File: src/ec_defs.svh
// offsets, field positions, reset values and timing counts of the canceler control
`ifndef EC_DEFS_SVH
`define EC_DEFS_SVH

// device register indices
`define EC_IDX_BASIC      4'h0
`define EC_IDX_MISC       4'h1
`define EC_IDX_RXLVL      4'h2
`define EC_IDX_ADDR_HI    4'h6
`define EC_IDX_ADDR_LO    4'h7
`define EC_IDX_DATA_HI    4'h8
`define EC_IDX_DATA_LO    4'h9
`define EC_IDX_PAD_LEVEL  4'hA
`define EC_IDX_NOISE_HI   4'hC

// field positions
`define EC_BASIC_PDN      7
`define EC_BASIC_RST      6
`define EC_MISC_MEMWR     7
`define EC_MISC_PAD       2
`define EC_MISC_SLOPE     1
`define EC_MISC_NOISE_LO  0
`define EC_NOISE_HI_BIT   2

// masks and values
`define EC_REG_RESET      8'h00
`define EC_BASIC_INIT_MSK 8'h3F
`define EC_MISC_MASK      8'h87
`define EC_RXLVL_MASK     8'h3F
`define EC_PAD_LVL_RESET  8'hAA
`define EC_RX_MUTE_CODE   6'h2B
`define EC_MODE_RESERVED  2'h1
`define EC_DUAL_AC_MS     8'h2C
`define EC_DUAL_LN_MS     8'h0F
`define EC_SINGLE_AC_MS   8'h3B

// timing
`define EC_CLK_KHZ        200000
`define EC_WAKE_MS        200
`define EC_FRAME_HZ       8000
`define EC_HOLD_US        250

// host register byte addresses
`define EC_H_CMD          8'h00
`define EC_H_STATUS       8'h04
`define EC_H_CONTROL      8'h08
`define EC_H_RDSEL        8'h0C

`endif

File: src/ec_pkg_fix_note_placeholder.sv
// intentionally empty compile unit
`default_nettype none
`default_nettype wire

File: src/ec_pkg.sv
// types shared by both ends of the canceler control
`default_nettype none
package ec_pkg;
	typedef enum logic [1:0] {
		ST_POWERDOWN = 2'b00,
		ST_WAKE      = 2'b01,
		ST_INITIAL   = 2'b11,
		ST_RUN       = 2'b10
	} dev_state_t;

	typedef enum logic [1:0] {
		SEQ_IDLE  = 2'b00,
		SEQ_WRITE = 2'b01,
		SEQ_HOLD  = 2'b11
	} seq_state_t;

	typedef enum logic [1:0] {
		NC_ATT_17  = 2'b00,
		NC_BYPASS  = 2'b01,
		NC_ATT_8   = 2'b10,
		NC_ATT_13H = 2'b11
	} nc_sel_t;
endpackage
`default_nettype wire

File: src/ec_ctrl_if.sv
// link between the host controller and the canceler control device
`default_nettype none
interface ec_ctrl_if;
	logic                   reg_wr;
	logic [3:0]             reg_addr;
	logic [7:0]             reg_wdata;
	logic [7:0]             reg_rdata;
	logic                   powerdown_reset;
	logic [3:0]             transmit_gain_pins;
	logic                   frame_sync;
	ec_pkg::dev_state_t     dev_state;

	modport device (
		input  reg_wr, reg_addr, reg_wdata, powerdown_reset, transmit_gain_pins,
		output reg_rdata, frame_sync, dev_state
	);
	modport host (
		output reg_wr, reg_addr, reg_wdata, powerdown_reset, transmit_gain_pins,
		input  reg_rdata, frame_sync, dev_state
	);
endinterface
`default_nettype wire

File: src/ec_control_device.sv
// canceler mode, control and receive gain register logic of the device end
`include "ec_defs.svh"
`default_nettype none

// Behaviour
// dual mode: both cancelers, 44/15 ms
// single mode: acoustic only, 59 ms
// host never programs reserved mode code
// mode bits ORed with select pins
// initial mode re-entered only by powerdown
// memory write stores data at address
// memory writes only in initial mode
// pad bit enables attenuators and amplifiers
// host resets coefficients after pad change
// controls sampled on frame sync, held
// slope bypass halts the slope filter
// pad, slope, noise-low ORed with pins
// noise select picks attenuation or bypass
// noise attenuation latched at initial release
// noise bypass switchable any time
// bypass passes data, normal cancels noise
// receive gain 3 dB steps, mute code
// register mute code differs from pins
// host holds gain pins at zero
// host keeps reserved bits zero
// initial mode about 200 ms after release
// initial mode: outputs off, cancelers stopped
// memory write outside initial mode ignored
module ec_control_device
	import ec_pkg::*;
#(
	parameter int WAKE_CYCLES  = `EC_WAKE_MS * `EC_CLK_KHZ,
	parameter int FRAME_CYCLES = `EC_CLK_KHZ * 1000 / `EC_FRAME_HZ,
	parameter int MEM_AW       = 8
) (
	input  wire logic         ref_clk,
	input  wire logic         rst,
	ec_ctrl_if.device         link,
	input  wire logic         host_select_pin,
	input  wire logic         canceler_select_pin,
	input  wire logic         pad_bypass_pin,
	input  wire logic         slope_bypass_pin,
	input  wire logic         noise_select_low_pin,
	input  wire logic [MEM_AW-1:0] mem_rd_addr,
	output logic [15:0]       mem_rd_data,
	output logic              acoustic_enable,
	output logic              line_enable,
	output logic [7:0]        acoustic_delay_ms,
	output logic [7:0]        line_delay_ms,
	output logic              digital_out_enable,
	output logic              inputs_idle,
	output logic              pad_enable,
	output logic [7:0]        pad_level,
	output logic              slope_bypass,
	output logic              noise_active,
	output var nc_sel_t       noise_atten,
	output logic              coef_reset,
	output logic              rx_mute,
	output logic signed [6:0] rx_gain_db,
	output logic              gain_pins_used
);
	generate
		if (MEM_AW < 1 || MEM_AW > 16 || FRAME_CYCLES < 2 || WAKE_CYCLES < 1) begin : g_chk
			$error("ec_control_device: parameter out of range");
		end
	endgenerate

	localparam int PIN_HS = 0;
	localparam int PIN_CS = 1;
	localparam int PIN_PAD = 2;
	localparam int PIN_SLOPE = 3;
	localparam int PIN_NLO = 4;

	typedef struct packed {
		dev_state_t         st;
		logic [31:0]        wake_cnt;
		logic [31:0]        frame_cnt;
		logic               frame_tick;
		logic [4:0]         pin_s1;
		logic [4:0]         pin_s2;
		logic [7:0]         basic;
		logic [7:0]         misc;
		logic [7:0]         rxlvl;
		logic [7:0]         addr_hi;
		logic [7:0]         addr_lo;
		logic [7:0]         data_hi;
		logic [7:0]         data_lo;
		logic [7:0]         pad_lvl;
		logic               noise_hi;
		logic [1:0]         run_mode;
		nc_sel_t            atten;
		logic               s_pad;
		logic               s_slope;
		logic               s_nlo;
		logic               s_rst;
		logic               s_mute;
		logic signed [6:0]  s_gain;
		logic [7:0]         rdata;
		logic [15:0]        mem_q;
	} dev_reg_t;

	dev_reg_t q;
	dev_reg_t d;
	logic [15:0] mem [0:(1<<MEM_AW)-1];
	logic        mem_we;
	logic [1:0]  eff_mode;
	logic        pdn;
	logic        init_ok;
	logic        nlo_eff;
	logic [7:0]  gain_dec;
	logic [15:0] mem_wa;

	// msb mute flag, low bits gain in dB
	function automatic logic [7:0] rx_decode(input logic [5:0] c);
		logic signed [7:0] s;
		begin
			s = {{2{c[5]}}, c};
			if (c != `EC_RX_MUTE_CODE && s <= 8'sh0A && s >= -8'sh14) begin
				rx_decode = {1'b0, 7'(s * 8'sh03)};
			end else begin
				rx_decode = 8'h80;
			end
		end
	endfunction

	always_comb begin
		d = q;
		mem_we = 1'b0;
		d.frame_tick = 1'b0;
		d.pin_s1 = {noise_select_low_pin, slope_bypass_pin, pad_bypass_pin,
			canceler_select_pin, host_select_pin};
		d.pin_s2 = q.pin_s1;
		eff_mode = q.basic[1:0] | {q.pin_s2[PIN_HS], q.pin_s2[PIN_CS]};
		pdn = link.powerdown_reset | q.basic[`EC_BASIC_PDN];
		init_ok = (q.st != ST_RUN);
		nlo_eff = q.misc[`EC_MISC_NOISE_LO] | q.pin_s2[PIN_NLO];
		gain_dec = rx_decode(q.rxlvl[5:0]);
		mem_wa = {q.addr_hi, q.addr_lo};
		if (q.frame_cnt >= 32'(FRAME_CYCLES - 1)) begin
			d.frame_cnt = 32'h0;
			d.frame_tick = 1'b1;
		end else begin
			d.frame_cnt = q.frame_cnt + 32'h1;
		end
		if (link.reg_wr) begin
			unique case (link.reg_addr)
				`EC_IDX_BASIC: d.basic = init_ok ? link.reg_wdata :
					{link.reg_wdata[7:6], q.basic[5:0]};
				`EC_IDX_MISC: begin
					d.misc = link.reg_wdata & `EC_MISC_MASK;
					d.misc[`EC_MISC_MEMWR] = link.reg_wdata[`EC_MISC_MEMWR] &
						(q.st == ST_INITIAL);
					if (!init_ok) begin
						d.misc[`EC_MISC_MEMWR] = q.misc[`EC_MISC_MEMWR];
					end
					mem_we = link.reg_wdata[`EC_MISC_MEMWR] && (q.st == ST_INITIAL);
				end
				`EC_IDX_RXLVL: d.rxlvl = link.reg_wdata & `EC_RXLVL_MASK;
				`EC_IDX_ADDR_HI: d.addr_hi = link.reg_wdata;
				`EC_IDX_ADDR_LO: d.addr_lo = link.reg_wdata;
				`EC_IDX_DATA_HI: d.data_hi = link.reg_wdata;
				`EC_IDX_DATA_LO: d.data_lo = link.reg_wdata;
				`EC_IDX_PAD_LEVEL: d.pad_lvl = link.reg_wdata;
				`EC_IDX_NOISE_HI: if (init_ok) begin
					d.noise_hi = link.reg_wdata[`EC_NOISE_HI_BIT];
				end
				default: ;
			endcase
		end
		unique case (link.reg_addr)
			`EC_IDX_BASIC: d.rdata = q.basic;
			`EC_IDX_MISC: d.rdata = q.misc;
			`EC_IDX_RXLVL: d.rdata = q.rxlvl;
			`EC_IDX_ADDR_HI: d.rdata = q.addr_hi;
			`EC_IDX_ADDR_LO: d.rdata = q.addr_lo;
			`EC_IDX_DATA_HI: d.rdata = q.data_hi;
			`EC_IDX_DATA_LO: d.rdata = q.data_lo;
			`EC_IDX_PAD_LEVEL: d.rdata = q.pad_lvl;
			`EC_IDX_NOISE_HI: d.rdata = {5'h00, q.noise_hi, 2'h0};
			default: d.rdata = 8'h00;
		endcase
		// sampled only on the frame tick
		if (q.frame_tick) begin
			d.s_pad = q.misc[`EC_MISC_PAD] | q.pin_s2[PIN_PAD];
			d.s_slope = q.misc[`EC_MISC_SLOPE] | q.pin_s2[PIN_SLOPE];
			d.s_nlo = nlo_eff;
			d.s_rst = q.basic[`EC_BASIC_RST];
			d.s_mute = gain_dec[7];
			d.s_gain = signed'(gain_dec[6:0]);
		end
		unique case (q.st)
			ST_POWERDOWN: if (!pdn) begin
				d.st = ST_WAKE;
				d.wake_cnt = 32'h0;
			end
			ST_WAKE: begin
				d.wake_cnt = q.wake_cnt + 32'h1;
				if (q.wake_cnt >= 32'(WAKE_CYCLES - 1)) begin
					d.st = (eff_mode == 2'b00) ? ST_INITIAL : ST_RUN;
					d.run_mode = eff_mode;
					d.atten = nc_sel_t'({q.noise_hi, nlo_eff});
				end
			end
			ST_INITIAL: if (eff_mode != 2'b00) begin
				d.st = ST_RUN;
				d.run_mode = eff_mode;
				d.atten = nc_sel_t'({q.noise_hi, nlo_eff});
			end
			ST_RUN: d.st = ST_RUN;
		endcase
		if (pdn) begin
			d = '0;
			d.st = ST_POWERDOWN;
			d.pin_s1 = q.pin_s1;
			d.pin_s2 = q.pin_s2;
			d.frame_cnt = d.frame_cnt;
			d.pad_lvl = `EC_PAD_LVL_RESET;
			d.basic[`EC_BASIC_PDN] = link.reg_wr && link.reg_addr == `EC_IDX_BASIC ?
				link.reg_wdata[`EC_BASIC_PDN] : q.basic[`EC_BASIC_PDN];
		end
		d.mem_q = mem[mem_rd_addr];
	end

	always_ff @(posedge ref_clk) begin
		if (rst) begin
			q <= '0;
			q.pad_lvl <= `EC_PAD_LVL_RESET;
		end else begin
			q <= d;
		end
	end

	always_ff @(posedge ref_clk) begin
		if (mem_we) begin
			mem[mem_wa[MEM_AW-1:0]] <= {q.data_hi, q.data_lo};
		end
	end

	always_comb begin
		acoustic_enable = (q.st == ST_RUN) && q.run_mode[1];
		line_enable = (q.st == ST_RUN) && (q.run_mode == 2'b10);
		acoustic_delay_ms = (q.run_mode == 2'b10) ? `EC_DUAL_AC_MS :
			(q.run_mode == 2'b11) ? `EC_SINGLE_AC_MS : 8'h00;
		line_delay_ms = (q.run_mode == 2'b10) ? `EC_DUAL_LN_MS : 8'h00;
		digital_out_enable = (q.st == ST_RUN);
		inputs_idle = (q.st != ST_RUN);
		pad_enable = q.s_pad;
		pad_level = q.pad_lvl;
		slope_bypass = q.s_slope;
		noise_active = (q.st == ST_RUN) && ({q.noise_hi, q.s_nlo} != NC_BYPASS);
		noise_atten = q.atten;
		coef_reset = q.s_rst;
		rx_mute = q.s_mute;
		rx_gain_db = q.s_gain;
		gain_pins_used = |link.transmit_gain_pins;
		mem_rd_data = q.mem_q;
		link.reg_rdata = q.rdata;
		link.frame_sync = q.frame_tick;
		link.dev_state = q.st;
	end
endmodule
`default_nettype wire

File: src/flat_wrapper.sv
// flat-port wrapper written by rule: the top's interface ports become plain ports
module ec_control_device_flat import ec_pkg::*;
#(
	parameter int WAKE_CYCLES  = `EC_WAKE_MS * `EC_CLK_KHZ,
	parameter int FRAME_CYCLES = `EC_CLK_KHZ * 1000 / `EC_FRAME_HZ,
	parameter int MEM_AW       = 8
)
  (ref_clk, rst, host_select_pin, canceler_select_pin, pad_bypass_pin, slope_bypass_pin, noise_select_low_pin, mem_rd_addr, mem_rd_data, acoustic_enable, line_enable, acoustic_delay_ms, line_delay_ms, digital_out_enable, inputs_idle, pad_enable, pad_level, slope_bypass, noise_active, noise_atten, coef_reset, rx_mute, rx_gain_db, gain_pins_used, link_reg_wr, link_reg_addr, link_reg_wdata, link_powerdown_reset, link_transmit_gain_pins, link_reg_rdata, link_frame_sync, link_dev_state);
  ec_ctrl_if link_i ();
  input  wire logic ref_clk;
  input  wire logic rst;
  input  wire logic host_select_pin;
  input  wire logic canceler_select_pin;
  input  wire logic pad_bypass_pin;
  input  wire logic slope_bypass_pin;
  input  wire logic noise_select_low_pin;
  input  wire logic [MEM_AW-1:0] mem_rd_addr;
  output logic [15:0] mem_rd_data;
  output logic acoustic_enable;
  output logic line_enable;
  output logic [7:0] acoustic_delay_ms;
  output logic [7:0] line_delay_ms;
  output logic digital_out_enable;
  output logic inputs_idle;
  output logic pad_enable;
  output logic [7:0] pad_level;
  output logic slope_bypass;
  output logic noise_active;
  output var nc_sel_t noise_atten;
  output logic coef_reset;
  output logic rx_mute;
  output logic signed [6:0] rx_gain_db;
  output logic gain_pins_used;
  input wire logic [$bits(link_i.reg_wr)-1:0] link_reg_wr;
  input wire logic [$bits(link_i.reg_addr)-1:0] link_reg_addr;
  input wire logic [$bits(link_i.reg_wdata)-1:0] link_reg_wdata;
  input wire logic [$bits(link_i.powerdown_reset)-1:0] link_powerdown_reset;
  input wire logic [$bits(link_i.transmit_gain_pins)-1:0] link_transmit_gain_pins;
  output wire logic [$bits(link_i.reg_rdata)-1:0] link_reg_rdata;
  output wire logic [$bits(link_i.frame_sync)-1:0] link_frame_sync;
  output wire logic [$bits(link_i.dev_state)-1:0] link_dev_state;
  assign link_i.reg_wr = link_reg_wr;
  assign link_i.reg_addr = link_reg_addr;
  assign link_i.reg_wdata = link_reg_wdata;
  assign link_i.powerdown_reset = link_powerdown_reset;
  assign link_i.transmit_gain_pins = link_transmit_gain_pins;
  assign link_reg_rdata = link_i.reg_rdata;
  assign link_frame_sync = link_i.frame_sync;
  assign link_dev_state = link_i.dev_state;
  ec_control_device #(.WAKE_CYCLES(WAKE_CYCLES), .FRAME_CYCLES(FRAME_CYCLES), .MEM_AW(MEM_AW)) u_core (.ref_clk(ref_clk), .rst(rst), .link(link_i), .host_select_pin(host_select_pin), .canceler_select_pin(canceler_select_pin), .pad_bypass_pin(pad_bypass_pin), .slope_bypass_pin(slope_bypass_pin), .noise_select_low_pin(noise_select_low_pin), .mem_rd_addr(mem_rd_addr), .mem_rd_data(mem_rd_data), .acoustic_enable(acoustic_enable), .line_enable(line_enable), .acoustic_delay_ms(acoustic_delay_ms), .line_delay_ms(line_delay_ms), .digital_out_enable(digital_out_enable), .inputs_idle(inputs_idle), .pad_enable(pad_enable), .pad_level(pad_level), .slope_bypass(slope_bypass), .noise_active(noise_active), .noise_atten(noise_atten), .coef_reset(coef_reset), .rx_mute(rx_mute), .rx_gain_db(rx_gain_db), .gain_pins_used(gain_pins_used));
endmodule
File: config.mk
export PLATFORM = sky130hd
export DESIGN_NAME = ec_control_device_flat
export DESIGN_NICKNAME = d
export VERILOG_FILES = /design/src/ec_pkg_fix_note_placeholder.sv /design/src/ec_pkg.sv /design/src/ec_ctrl_if.sv /design/src/ec_control_device.sv /design/src/flat_wrapper.sv
export VERILOG_INCLUDE_DIRS = /design/src
export SDC_FILE = /design/constraint.sdc
export NUM_CORES = 2
export LEC_CHECK = 0
export BUFFER_PORTS_ARGS = -buffer_cell sky130_fd_sc_hd__buf_2
export CAP_MARGIN = 5
export CORE_ASPECT_RATIO = 1.5
export CORE_UTILIZATION = 50
export CTS_BUF_LIST = sky130_fd_sc_hd__clkbuf_16
export CTS_CLUSTER_DIAMETER = 60
export DETAILED_ROUTE_END_ITERATION = 8
export GPL_ROUTABILITY_DRIVEN = 0
export GPL_TIMING_DRIVEN = 1
export PLACE_DENSITY = 0.75
export SLEW_MARGIN = 20
export SYNTH_ARGS = -nofsm -noshare
export SYNTH_HDL_FRONTEND = slang
export SYNTH_SLANG_ARGS = --single-unit
File: constraint.sdc
create_clock -name ref_clk -period 4.3 [get_ports ref_clk]
set_input_delay 0.86 -clock ref_clk [delete_from_list [all_inputs] [get_ports ref_clk]]
set_output_delay 0.86 -clock ref_clk [all_outputs]
set_load 0.01 [all_outputs]
Word level (Yosys, flattened, before mapping)
Memories as Yosys holds them, arrays and structs flattened. A register that Yosys moved wholly into a read port is not among the register bits.
Index checks and enable logic that the tools add are counted.

word-level totals
  bits in registers = 160
  RAM bits = 4,096
  output and inout port bits = 70
  bits of input ports = 33
  memories = 1
  word-level logic and storage cells = 126

operators by class
  muxes and demuxes = 34
  $mul = 1
  add/subtract/negate cells = 2
  reduce and logical (&&, ||, !) cells = 32
  bitwise logic cells = 6
  order comparisons = 4
  equality and inequality tests = 19

memories
  memory      depth  bits a word  read ports  clocked after memory_dff  wr ports  line                      text
  u_core.mem  256    16           1           1                         1         ec_control_device.sv:104  logic [15:0] mem [0:(1<<MEM_AW)-1];

operators by type and width
  cell                                                            count
  two-way mux 105 bit                                             1
  two-way mux 8 bit                                               9
  one-hot mux 8 bit (9 select lines)                              1
  two-way mux 65 bit                                              1
  adder 32 x 1 -> 32 bit, second input constant                   2
  one-hot mux 32 bit (2 select lines)                             1
  >= comparator 32 x 15 -> 1 bit, second input constant           1
  >= comparator 32 x 26 -> 1 bit, second input constant           1
  two-way mux 6 bit                                               3
  AND reduction 2 bit                                             9
  == test 4 bit, second input constant                            4
  AND reduction 3 bit                                             5
  two-way mux 12 bit                                              1
  two-way mux 4 bit                                               3
  two-way mux 1 bit                                               10
  nonzero test 2 bit                                              5
  == test 2 bit, second input constant                            4
  == test 4 x 3 -> 1 bit, second input constant                   2
  one-hot mux 2 bit (4 select lines)                              1
  one-hot mux 4 bit (2 select lines)                              1
  logical AND 1 bit                                               7
  multiplier 6 x 3 -> 7 bit, second input constant                1
  >= comparator 6 bit, second input constant                      1
  less-or-equal comparator 6 x 5 -> 1 bit, second input constant  1
  other kinds (15)                                                23

Longest topological paths before layout
  word-level depth = 6
  gate-level depth with buffers = 13
  mapped depth without buffers = 12

Least setup slack after synthesis
No wires, ideal clock.

  path type = register to register
  start = register u_core.q[63] (netlist bit)
  end = register u_core.q (netlist bit u_core.link.reg_rdata[6])
  setup slack = -0.155 ns
  stages on the path, launching flop included = 6
  required time = 4.234 ns
  library setup time = 0.066 ns
  period minus slack after synthesis = 4.455 ns
  buffers on the path = 0
  arrival = 4.388 ns
  path through = dfxtp_1 mux2_2 a221oi_1 a211oi_1 a21oi_1 nor2_1

between the ends
  word-level cells in the longest chain between the ends = 1

RTL lines
  what                                line                      text
  start, declared                     ec_control_device.sv:102  dev_reg_t q;
  one-hot mux 8 bit (9 select lines)  ec_control_device.sv:170  unique case (link.reg_addr)

Every way passes these cells.
A chain may end at the register's enable or synchronous reset.

==> impl_metrics.csv <==
group,metric,value,unit
logic_synthesis,yosys_warnings,0,
setup_path,crit_fanout,18,
pwr,clock_power_share,41.0,%
logic_synthesis,ys_seq_area_share,75.79,%
layout,seq_area,126600,sq um
global_routing,grt_pass1_wl,622900,um
setup_path,required,5.16,ns
global_routing,antenna_found_initial,27,
pwr,powerDensity,427.4,nW/um^2
timing,worst_pin_slew,1.200,ns
global_routing,grt.total_usage,25.97,%
routing,drt_iter0_markers,10870,
layout,final_cell_mix,"edfxtp_1 (4096), mux4_2 (746), buf_4 (498)",
timing,fin_worst_skew,0.06308,ns
routing,routed_wl,440000,um
layout,multi_input_area,36180,sq um
logic_synthesis,synth_area,166900,sq um
layout,mostFrequentLayoutCell,"edfxtp_1",
pwr,vdd_drop_max,0.3304,mV
layout,final_cell_area,188600,sq um
outcome,status,"finished, final reports clean",
pwr,sw_frac_of_total,20.65,%
timing,fin_crit,3.660,ns
timing,fmaxAchievable,273.2,MHz
clock_network,clkLatencyLatePin,0.95,ns
routing,vias,86730,
floorplanning,boundaryPins,103,
global_routing,grt_max_degree,145,
logic_synthesis,async_flop_share,0,%
setup_path,crit_start,"mem_rd_addr[3]",
timing,rsz0062_at_grt,"false",
logic_synthesis,synth.top_cell.area_share,73.68,%
logic_synthesis,synth_ff_type,"edfxtp_1",
run,cap_violations,0,
setup_path,path_class,"input port to flip-flop",
hold_path,worst_hold_path_type,"input port to flip-flop",
placement,place_inst,12810,
clock_network,post_cts_buffers,0,
layout,drive_above_1_share,23.66,%
logic_synthesis,syn_inst,8090,
pwr,sequentialPowerShare,55.8,%
logic_synthesis,ys_types,87,
timing,finalMaxSlewViolations,0,
layout,syn_to_final_growth,12.97,%
clock_network,cts.sinks,4272,
clock_network,numCtsBuffers,376,
setup_path,crit_arrival,4.52,ns
timing,period_share,85.13,%
floorplanning,die_h,709.7,um
floorplanning,die_w,473.8,um
clock_network,cts_resized,0,
layout,fin_cells,13510,
timing,fin_ws,0.6395,ns
hold_path,hold_end,"u_core.q[113]",
logic_synthesis,synth_area_per_cell,20.63,sq um
placement,pre_cts_slack,-0.05517,ns
setup_path,r2r_start,"u_core.link.dev_state[0]",
pwr,p_int,63.96,mW
pwr,power.leakage,51.05,nW
logic_synthesis,synth_area_leaders,"edfxtp_1 (74%), mux4_2 (10%), mux2i_1 (2.9%), dfxtp_1 (2.1%), mux4_1 (1.9%)",
clock_network,clk_pin_slew,0.07,ns
setup_path,end_kind,"flip-flop",
placement,placed_area,176600,sq um
logic_synthesis,ys_ff_latch,4272,
timing,hold_viol_final,0,
layout,nNetsFinal,8806,
setup_path,ff2ff_path_depth,8,
routing,avgRoutedWirePerCell,32.58,um
hold_path,hold_depth,3,
hold_path,min_from,"slope_bypass_pin",
clock_network,postCtsHoldBufs,0,
global_routing,grt_pass1_vias,86880,
routing,first_pass_iters,8,
pwr,pwr-share-comb,3.1,%
layout,postLayoutCoreUtil,56.83,%
clock_network,cts_tree,"built",
clock_network,cts_root_buf,"clkbuf_16",
setup_path,reg2reg_to,"u_core.mem[177][7]",
clock_network,cts_buffer_depth,4,
clock_network,htree_num_levels,5,
floorplanning,row_count,259,
timing,relSlewSlack,17.93,%
pwr,switchingPower,16.64,mW
setup_path,start_kind,"input port",
floorplanning,core,331800,sq um
floorplanning,dieArea,336200,sq um
timing,setup_viol_count_final,0,
placement,hpwl,273300,um
setup_path,reg2reg_setup_slack,1.22,ns
routing,viasPerCell,6.421,
routing,postRouteAntennaNets,0,
floorplanning,start_util,50.31,%
logic_synthesis,synth_edf_count,4096,
routing,drc,0,
placement,port_buffers,96,
layout,fill_cells,23310,
global_routing,overflow,0,
logic_synthesis,yosys.area.top_type,"edfxtp_1",
==> cells by family after synthesis <==
logic type,count (synthesis),synth area share (%)
buffers and inverters,549,2.674
adder cells (fa/ha/maj),19,0.1469
XOR/XNOR,42,0.2204
multiplexers,1367,14.99
other,1,0.002246
AO/OA/AOI/OAI,841,3.528
AND/OR/NAND/NOR,999,2.644
flip-flops,4272,75.79
==> per-stage QoR <==
stage               hold slack (ns)  setup TNS (ns)  power, mW
detailed placement           0.4471        -0.05517      48.40
global route                 0.1609               0      82.31
global placement             0.4391         -0.6639      48.37
floorplan                    0.4258               0      47.57
finish                       0.1765               0      80.61
CTS                          0.1298               0      80.85
==> synthesized netlist by cell type (all sizes together) (6+ instances only) <==
library cell and number:
mux2i 491, or4 11, nor2b 26, and2 16
a22o 8, o221ai 181, nand2 222, o21ai 112
a31oi 34, a32oi 13, o22ai 141, o211ai 7
a22oi 75, nor2 457, buf 349, nor4 16
nand3 97, and3 16, nor3 76, xor2 26
o2111ai 6, inv 22, a21oi 151, a221oi 6
a2111oi 14, ha 18, mux2 7, clkbuf 172
edfxtp 4096, o31ai 13, xnor2 16, a211o 11
a211oi 41, or3 15, mux4 869, nand4 21
dfxtp 176
==> metal layers <==
metal	wire length [um]	global-route usage (%)	share of wire, %	vias to the layer above
li1	-	-	-	34950
met1	144200	30.65	33	44920
met2	219000	43.41	50	5677
met3	41810	4.463	9.5	1176
met4	34960	17.99	7.9	14
met5	79	0	0.018	-
==> power groups by stage <==
stage	clock (mW)	sequential, mW	combinational, mW
floorplan	0	45.9	1.67
global placement	0	45.9	2.46
detailed placement	0	45.9	2.49
CTS	33.3	45.0	2.50
global route	34.7	45.0	2.60
finish	33.1	45.0	2.52
==> critical path, stage by stage <==
cell and delay, ns:
buf_2 0.58, or3b_2 0.44, buf_4 0.40, a2111oi_0 0.13, a2111oi_0 1.06, nand4_1 0.24
a211oi_2 0.36, o21ai_0 0.23, o211ai_1 0.14
==> sequential cells by signal, summed over array words and instances, names as in the netlist, 2 cells and up <==
name	flops
u_core.link.reg_rdata	8
u_core.rx_gain_db	7
u_core.link.dev_state	2
u_core.pad_level	8
u_core.mem	4096
u_core.mem_rd_data	16
u_core.noise_atten	2
u_core.mem_wa	16
u_core.q	112
==> worst max path at each step <==
stage | to | slack (ns) | cells past startpoint
after detailed placement | u_core.mem_rd_data[1] | -0.06 | 9
after CTS | u_core.mem_rd_data[1] | 0.93 | 9
after global routing | u_core.mem_rd_data[1] | 0.76 | 9
after global placement | u_core.mem_rd_data[8] | -0.65 | 11
final | u_core.mem_rd_data[1] | 0.64 | 9
after floorplan | u_core.link.reg_rdata[0] | 0.007 | 3
==> area by class of cell <==
class | instances | share of cell area (%)
Clock buffer | 383 | 5.082
Inverter | 22 | 0.04777
Timing Repair Buffer | 791 | 4.350
Tap cell | 4437 | 2.944
Antenna cell | 22 | 0.02919
Sequential cell | 4272 | 67.12
Clock inverter | 289 | 1.239
Multi-Input combinational cell | 3291 | 19.18
Power figures use the tool's default switching activity.
